## config.mk

```make
export PLATFORM = sky130hd
export DESIGN_NAME = mmd_decoder
export DESIGN_NICKNAME = d
export VERILOG_FILES = /design/src/mmd_pkg.sv /design/src/mmd_pm_classify.sv /design/src/mmd_decoder.sv
export SDC_FILE = /design/constraint.sdc
export NUM_CORES = 1
export LEC_CHECK = 0
export CORE_UTILIZATION = 43
export DETAILED_ROUTE_END_ITERATION = 8
export DONT_BUFFER_PORTS = 1
export PLACE_DENSITY = 0.7
export REMOVE_ABC_BUFFERS = 1
export SYNTH_ARGS = -nofsm -noshare
export SYNTH_HDL_FRONTEND = slang
export SYNTH_SLANG_ARGS = --single-unit
```

## constraint.sdc

```tcl
create_clock -name clk_sys_i -period 1.3 [get_ports clk_sys_i]
set_input_delay 0.26 -clock clk_sys_i [delete_from_list [all_inputs] [get_ports clk_sys_i]]
set_output_delay 0.26 -clock clk_sys_i [all_outputs]
set_load 0.03 [all_outputs]
```

## src/mmd_pkg.sv

```systemverilog
/*
 * Package for the memory map decoder: address widths, map boundaries,
 * fixed program-memory locations, region codes and access carriers.
 * Assumes byte-wide data and a single system clock.
 */
package mmd_pkg;

	localparam int RF_AW = 12;
	localparam int PM_AW = 16;
	localparam int DW    = 8;

	// Register file map
	localparam logic [11:0] RF_RAM_BASE  = 12'h000;
	localparam logic [11:0] RF_CTRL_BASE = 12'hf00;
	localparam logic [11:0] RF_CTRL_LAST = 12'hfff;
	localparam int          RF_SIZE      = 4096;
	localparam int          RF_CTRL_SIZE = 256;
	localparam int          RAM_MIN      = 2048;
	localparam int          RAM_MAX      = 4096;

	// Program memory map
	localparam int          PM_SIZE      = 65536;
	localparam int          FLASH_MIN    = 16384;
	localparam int          FLASH_MAX    = 65536;
	localparam logic [15:0] PM_OPTION    = 16'h0000;
	localparam logic [15:0] PM_RESET_VEC = 16'h0002;
	localparam logic [15:0] PM_WDOG_VEC  = 16'h0004;
	localparam logic [15:0] PM_TRAP_VEC  = 16'h0006;
	localparam logic [15:0] PM_IRQ_VEC   = 16'h0008;
	localparam logic [15:0] PM_IRQ_LAST  = 16'h0037;
	localparam logic [15:0] PM_CODE_BASE = 16'h0038;

	// Fill values
	localparam logic [7:0]  PM_BLANK     = 8'hff;
	localparam logic [7:0]  RF_UNDEF     = 8'h00;

	typedef enum logic [1:0] {
		RF_REG_RAM  = 2'b00,
		RF_REG_HOLE = 2'b01,
		RF_REG_CTRL = 2'b10
	} mmd_rf_region_e;

	typedef enum logic [2:0] {
		PM_FN_OPTION = 3'b000,
		PM_FN_RESET  = 3'b001,
		PM_FN_WDOG   = 3'b010,
		PM_FN_TRAP   = 3'b011,
		PM_FN_IRQ    = 3'b100,
		PM_FN_CODE   = 3'b101,
		PM_FN_NONE   = 3'b110
	} mmd_pm_func_e;

	typedef struct packed {
		logic             rd;
		logic             wr;
		logic [11:0]      addr;
		logic [7:0]       wdata;
	} mmd_rf_req_s;

	typedef struct packed {
		logic             rd;
		logic             wr;
		logic [15:0]      addr;
		logic [7:0]       wdata;
	} mmd_pm_req_s;

endpackage

```

## src/mmd_pm_classify.sv

```systemverilog
/*
 * Program-memory address classifier: fixed location function and
 * whether the address lies in implemented flash.
 * Purely combinational; the caller registers the result.
 */
`timescale 1ns/1ps
module mmd_pm_classify #(
	parameter int FLASH_BYTES = 65536
) (
	// Address in
	input  wire logic [15:0]           addr_i,
	// Classification
	output mmd_pkg::mmd_pm_func_e      func_o,
	output logic                       impl_o
);

	always_comb begin
		// Widened compare, FLASH_BYTES may equal the whole space
		impl_o = {1'b0, addr_i} < 17'(FLASH_BYTES);
		if (!impl_o) begin
			func_o = mmd_pkg::PM_FN_NONE;
		end else if (addr_i < mmd_pkg::PM_RESET_VEC) begin
			func_o = mmd_pkg::PM_FN_OPTION;
		end else if (addr_i < mmd_pkg::PM_WDOG_VEC) begin
			func_o = mmd_pkg::PM_FN_RESET;
		end else if (addr_i < mmd_pkg::PM_TRAP_VEC) begin
			func_o = mmd_pkg::PM_FN_WDOG;
		end else if (addr_i < mmd_pkg::PM_IRQ_VEC) begin
			func_o = mmd_pkg::PM_FN_TRAP;
		end else if (addr_i <= mmd_pkg::PM_IRQ_LAST) begin
			func_o = mmd_pkg::PM_FN_IRQ;
		end else begin
			func_o = mmd_pkg::PM_FN_CODE;
		end
	end

endmodule

```

## src/mmd_decoder.sv

```systemverilog
/*
 * Memory map decoder between the core and RAM, control registers and
 * flash. Requests are taken each clock, answered one cycle later.
 * A read and a write raised together count as a read only.
 * Reset clears every strobe, address, data and tag output.
 * Assumes targets return read data combinationally in the request
 * cycle and that requests are synchronous to clk_sys_i.
 * Assumes the core holds each request for one cycle; a held request
 * is simply taken again on the next edge.
 */
//
// Function
// RULE1: Separate register, program and data spaces; no data space here, a data access only raises dm_err_o
// RULE2: Register file spans 4096 byte locations
// RULE3: Source operands read, destinations written
// RULE4: F00h to FFFh decode as control registers
// RULE5: Reserved control reads undefined; avoid writes
// RULE6: RAM starts at 000h, 2KB to 4KB
// RULE7: Gap above RAM: undefined read, write ignored
// RULE8: 64KB program space, flash 16KB to 64KB
// RULE9: Program read above flash returns FFh
// RULE10: Unimplemented program write has no effect
// RULE11: Option, vectors, trap, interrupts, then code
// RULE12: General registers have no fixed role
// RULE13: 12-bit and 16-bit addresses, sized by parameters
`timescale 1ns/1ps
module mmd_decoder #(
	parameter int RAM_BYTES   = 4096,                       // [RULE13]
	parameter int FLASH_BYTES = 65536
) (
	// Clock and reset
	input  wire logic                 clk_sys_i,
	input  wire logic                 srst_i,
	// Core side
	input  wire mmd_pkg::mmd_rf_req_s rf_req_i,
	input  wire mmd_pkg::mmd_pm_req_s pm_req_i,
	input  wire logic                 dm_req_i,
	output logic [7:0]                rf_rdata_o,
	output logic                      rf_rvalid_o,
	output logic [7:0]                pm_rdata_o,
	output logic                      pm_rvalid_o,
	output logic                      dm_err_o,
	output mmd_pkg::mmd_pm_func_e     pm_func_o,
	// RAM target
	output logic                      ram_we_o,
	output logic                      ram_re_o,
	output logic [11:0]               ram_addr_o,
	output logic [7:0]                ram_wdata_o,
	input  wire logic [7:0]           ram_rdata_i,
	// Control register target
	output logic                      ctl_we_o,
	output logic                      ctl_re_o,
	output logic [7:0]                ctl_addr_o,
	output logic [7:0]                ctl_wdata_o,
	input  wire logic [7:0]           ctl_rdata_i,
	// Flash target
	output logic                      fl_we_o,
	output logic                      fl_re_o,
	output logic [15:0]               fl_addr_o,
	output logic [7:0]                fl_wdata_o,
	input  wire logic [7:0]           fl_rdata_i
);

	// Sizes outside the legal range are pulled to the nearest end, so
	// a bad build value cannot leave a stray window in either map
	function automatic int fit_size(
		input int v,
		input int lo,
		input int hi
	);
		if (v < lo)
			fit_size = lo;
		else if (v > hi)
			fit_size = hi;
		else
			fit_size = v;
	endfunction

	localparam int RAM_SZ   = fit_size(RAM_BYTES, mmd_pkg::RAM_MIN,
	                                   mmd_pkg::RAM_MAX);
	localparam int FLASH_SZ = fit_size(FLASH_BYTES, mmd_pkg::FLASH_MIN,
	                                   mmd_pkg::FLASH_MAX);

	function automatic mmd_pkg::mmd_rf_region_e rf_region(
		input logic [11:0] a
	);
		if (a >= mmd_pkg::RF_CTRL_BASE)                        // [RULE4]
			rf_region = mmd_pkg::RF_REG_CTRL;
		else if ({1'b0, a} < 13'(RAM_SZ))                      // [RULE6]
			rf_region = mmd_pkg::RF_REG_RAM;
		else
			rf_region = mmd_pkg::RF_REG_HOLE;                  // [RULE7]
	endfunction

	mmd_pkg::mmd_rf_region_e rf_reg;
	mmd_pkg::mmd_pm_func_e   pm_func;
	logic                    pm_impl;
	logic                    rf_hit_ram;
	logic                    rf_hit_ctl;
	logic                    rf_rd;
	logic                    rf_wr;
	logic                    pm_wr;

	// Read wins if the core raises both; never a mixed access
	always_comb begin
		rf_rd      = rf_req_i.rd;                          // [RULE3]
		rf_wr      = rf_req_i.wr & ~rf_req_i.rd;           // [RULE3]
		pm_wr      = pm_req_i.wr & ~pm_req_i.rd;
		rf_reg     = rf_region(rf_req_i.addr);             // [RULE2]
		rf_hit_ram = 1'b0;
		rf_hit_ctl = 1'b0;
		unique case (rf_reg)
			mmd_pkg::RF_REG_RAM:  rf_hit_ram = 1'b1;
			mmd_pkg::RF_REG_CTRL: rf_hit_ctl = 1'b1;
			mmd_pkg::RF_REG_HOLE: ;
			default:              ;
		endcase
	end

	mmd_pm_classify #(
		.FLASH_BYTES(FLASH_SZ)
	) mmd_pm_classify_i (
		.addr_i (pm_req_i.addr),
		.func_o (pm_func),
		.impl_o (pm_impl)
	);

	// RAM strobes; any byte is usable in any role      [RULE12]
	always_ff @(posedge clk_sys_i) begin
		if (srst_i) begin
			ram_we_o    <= 1'b0;
			ram_re_o    <= 1'b0;
			ram_addr_o  <= 12'h000;
			ram_wdata_o <= 8'h00;
		end else begin
			ram_we_o    <= rf_wr & rf_hit_ram;                    // [RULE6]
			ram_re_o    <= rf_rd & rf_hit_ram;
			ram_addr_o  <= rf_req_i.addr - mmd_pkg::RF_RAM_BASE;
			ram_wdata_o <= rf_req_i.wdata;
		end
	end

	// Control section; reserved offsets are passed on unfiltered,
	// the owning peripheral decides what they do
	always_ff @(posedge clk_sys_i) begin
		if (srst_i) begin
			ctl_we_o    <= 1'b0;
			ctl_re_o    <= 1'b0;
			ctl_addr_o  <= 8'h00;
			ctl_wdata_o <= 8'h00;
		end else begin
			ctl_we_o    <= rf_wr & rf_hit_ctl;                    // [RULE4]
			ctl_re_o    <= rf_rd & rf_hit_ctl;                    // [RULE5]
			ctl_addr_o  <= rf_req_i.addr[7:0];
			ctl_wdata_o <= rf_req_i.wdata;
		end
	end

	// Register file read return; hole reads give a fixed filler
	// Read data is captured in the request cycle, so targets must
	// answer combinationally; a slow target would need a wait state
	always_ff @(posedge clk_sys_i) begin
		if (srst_i) begin
			rf_rdata_o  <= 8'h00;
			rf_rvalid_o <= 1'b0;
		end else begin
			rf_rvalid_o <= rf_rd;
			if (rf_rd) begin
				unique case (rf_reg)
					mmd_pkg::RF_REG_RAM:  rf_rdata_o <= ram_rdata_i;
					mmd_pkg::RF_REG_CTRL: rf_rdata_o <= ctl_rdata_i; // [RULE5]
					mmd_pkg::RF_REG_HOLE: rf_rdata_o <= mmd_pkg::RF_UNDEF; // [RULE7]
					default:              rf_rdata_o <= mmd_pkg::RF_UNDEF;
				endcase
			end
		end
	end

	// Flash strobes; writes past the flash are dropped here
	// Address and data follow the core every cycle, strobes qualify
	always_ff @(posedge clk_sys_i) begin
		if (srst_i) begin
			fl_we_o    <= 1'b0;
			fl_re_o    <= 1'b0;
			fl_addr_o  <= 16'h0000;
			fl_wdata_o <= 8'h00;
		end else begin
			fl_we_o    <= pm_wr & pm_impl;                        // [RULE10]
			fl_re_o    <= pm_req_i.rd & pm_impl;                  // [RULE8]
			fl_addr_o  <= pm_req_i.addr;
			fl_wdata_o <= pm_req_i.wdata;
		end
	end

	// Program read return and fixed-location tag
	always_ff @(posedge clk_sys_i) begin
		if (srst_i) begin
			pm_rdata_o  <= 8'h00;
			pm_rvalid_o <= 1'b0;
			pm_func_o   <= mmd_pkg::PM_FN_OPTION;
		end else begin
			pm_rvalid_o <= pm_req_i.rd;
			if (pm_req_i.rd | pm_req_i.wr)
				pm_func_o <= pm_func;                              // [RULE11]
			if (pm_req_i.rd) begin
				if (pm_impl)
					pm_rdata_o <= fl_rdata_i;
				else
					pm_rdata_o <= mmd_pkg::PM_BLANK;           // [RULE9]
			end
		end
	end

	// No data-memory space exists; flag any attempt
	// One pulse per attempt, no sticky state to clear
	always_ff @(posedge clk_sys_i) begin
		if (srst_i)
			dm_err_o <= 1'b0;
		else
			dm_err_o <= dm_req_i;                                  // [RULE1]
	end

endmodule

```

==> flow_summary.ini <==
[outcome]
outcome = completed

[floorplan]
rows = 26
initial_core_util_pct = 45.2
ios = 163
fp.dieH_um = 75.5
die_w_um = 75.5
die_area_mm2 = 0.00570
core_mm2 = 0.00514

[cts]
cts_sinks = 71
cts_buffers = 9
ctsLongestPathBuffers = 2
cts_setup_buffers = 0
insertion_delay_ns = 0.33
cts_tree = done
cts_root_buf = clkbuf_8
ctsHtreeMaxLevel = 3
clk_pin_slew_ns = 0.07

[detailed_routing]
avgRoutedWirePerCell_um = 15.6
vias = 1569
drtIter0Drc = 19
postRouteAntennaNets = 0
wl_mm = 4.99
dr.pass1.iters = 4
vias_per_cell = 4.90
drc_errors = 0

[grt]
grt_max_degree = 44
grt_pass1_vias = 1463
antenna_found_initial = 0
track_usage_pct = 17.2
grt_pass1_wl_mm = 6.83
overflow = 0

[sta]
max_freq_ghz = 0.787
slew_headroom_pct = 68.8
drv_slew = 0
whs_ns = 0.0231
tightest_slew_ns = 0.467
setup_viol = 0
hold_violations = 0
fin_crit_ns = 1.27
skew_ns = 0
rsz0062_at_grt = false
period_share_pct = 97.8

[setup_path]
cp.arrival_ns = 1.54
path_class = input pin to flop
start_kind = input pin
worst-path-max-fanout = 14
end_kind = flop
r2r_slack_ns = 0.35
cp.required_ns = 1.57

[yosys]
synth_edf_count = 0
synth-async-reset-ratio_pct = 0
ys_seq_area_share_pct = 61.2
avgSynthCellArea_um2 = 10.7
synth_top_flop_cell = dfxtp_1
syn_inst = 218
syn_area_mm2 = 0.00232
synth_cell_type_count = 24
ys_ff_latch = 71
yosys_warnings = 0

[power_and_ir_drop]
p_leak_nw = 1.20
power_density_mw_per_mm2 = 1620
ir_drop_mv = 0.699

[final_layout]
num-fill-cells = 463
layoutNonFillerInstCount = 320
diodes = 0
layout_commonest_cell = dfxtp_1
layout_common_cells = dfxtp_1 (71), nor2b_1 (48), dlygate4sd3_1 (22), nor2_1 (21), buf_4 (21)
area_growth_pct = 21.9
drive_gt1_share_pct = 15.6
final_cell_area_mm2 = 0.00283
layout.nets = 320

[place]
gp_congestion = 0.708
dp_hpwl_mm = 3.14
dp.cells = 281
io_buffer_count = 0
dpl_cell_area_mm2 = 0.00240

[job]
drv_cap = 0

[hold_path]
hp-class = input pin to flop
## worst max-delay path, cell delays in order
cell and delay [ns]:
dlygate4sd3_1 0.57, nor3b_2 0.17, dlygate4sd3_1 0.55
## sequential cells by signal, indices dropped and copies added (netlist names)
name / cells
ctl_re_o: 1
ctl_wdata_o: 8
ctl_we_o: 1
dm_err_o: 1
fl_addr_o: 16
fl_wdata_o: 8
fl_we_o: 1
pm_func_o: 3
pm_rdata_o: 8
pm_rvalid_o: 1
ram_addr_o: 12
ram_re_o: 1
ram_we_o: 1
rf_rdata_o: 8
rf_rvalid_o: 1
## logic make-up after synthesis
kind of cell           after synthesis  synth area share (%)
AND/OR/NAND/NOR                     98                  23.4
multiplexers                         8                  3.45
flip-flops                          71                  61.2
buffers and inverters               29                  7.59
AO/OA/AOI/OAI                       12                  4.36
## Yosys cell counts, drive strengths merged (2+ instances only)
master   n  area share [%]
nor3     3            0.65
clkbuf   7             1.1
a311oi   9             3.4
dfxtp   71              61
nor2b   48              13
nand2   17             2.7
nor2    21             3.4
buf     21             6.3
or4      2            0.81
mux2i    8             3.4
## layout make-up
type                    count  area (µm²)  area share, %
inverters                   1        3.75          0.133
clock inverters             4        45.0           1.59
flip-flops and latches     71        1420           50.2
multi-input cells         118         731           25.8
clock buffers              12         145           5.13
well taps                  70        87.6           3.09
repair buffers             44         398           14.1
## metrics by stage
step / total power [mW] / setup WS (ns) / utilization [%] / TNS, ns
6_report: 4.59 / 0.0289 / 55.1 / 0
2_1_floorplan: 2.80 / 0.0220 / - / 0
3_3_place_gp: 2.88 / -0.0156 / 46.6 / -0.0156
5_1_grt: 4.79 / 0.0204 / 55.1 / 0
3_5_place_dp: 2.89 / -0.0548 / 46.6 / -0.107
4_1_cts: 4.64 / 0.0423 / 55.0 / 0
## per-layer routing
layer  wire length, µm  part of all wire [%]  vias up  GRT usage, %
met3               432                   8.7       14          5.42
met1              1790                    36      719          18.3
met5                 0                     0        -             0
met2              2650                    53       93          29.2
met4               121                   2.4        0          11.5
li1                  -                     -      743             -
## where the power goes
part	internal (mW)	leakage (nW)	switching [mW]
Sequential	2.30	0.590	0.221
Combinational	0.172	0.512	0.230
Clock	0.931	0.100	0.739
Total	3.40	1.20	1.19
## path summary, 6_finish.rpt
path | cells after the start | end | start
max | 3 | fl_we_o$_SDFF_PP0_ | pm_req_i[25]
min | 1 | fl_addr_o[0]$_SDFF_PP0_ | srst_i
max reg2reg | 2 | rf_rdata_o[0]$_SDFFE_PP0P_ | rf_rdata_o[0]$_SDFFE_PP0P_
min reg2reg | 2 | rf_rdata_o[5]$_SDFFE_PP0P_ | rf_rdata_o[5]$_SDFFE_PP0P_
## repair_timing
item	in CTS	in global routing
endpoints found under the setup margin	0	1
gates resized for setup	0	1
hold endpoints to repair	63	0
hold buffers	23	0
Power figures use the tool's default switching activity.
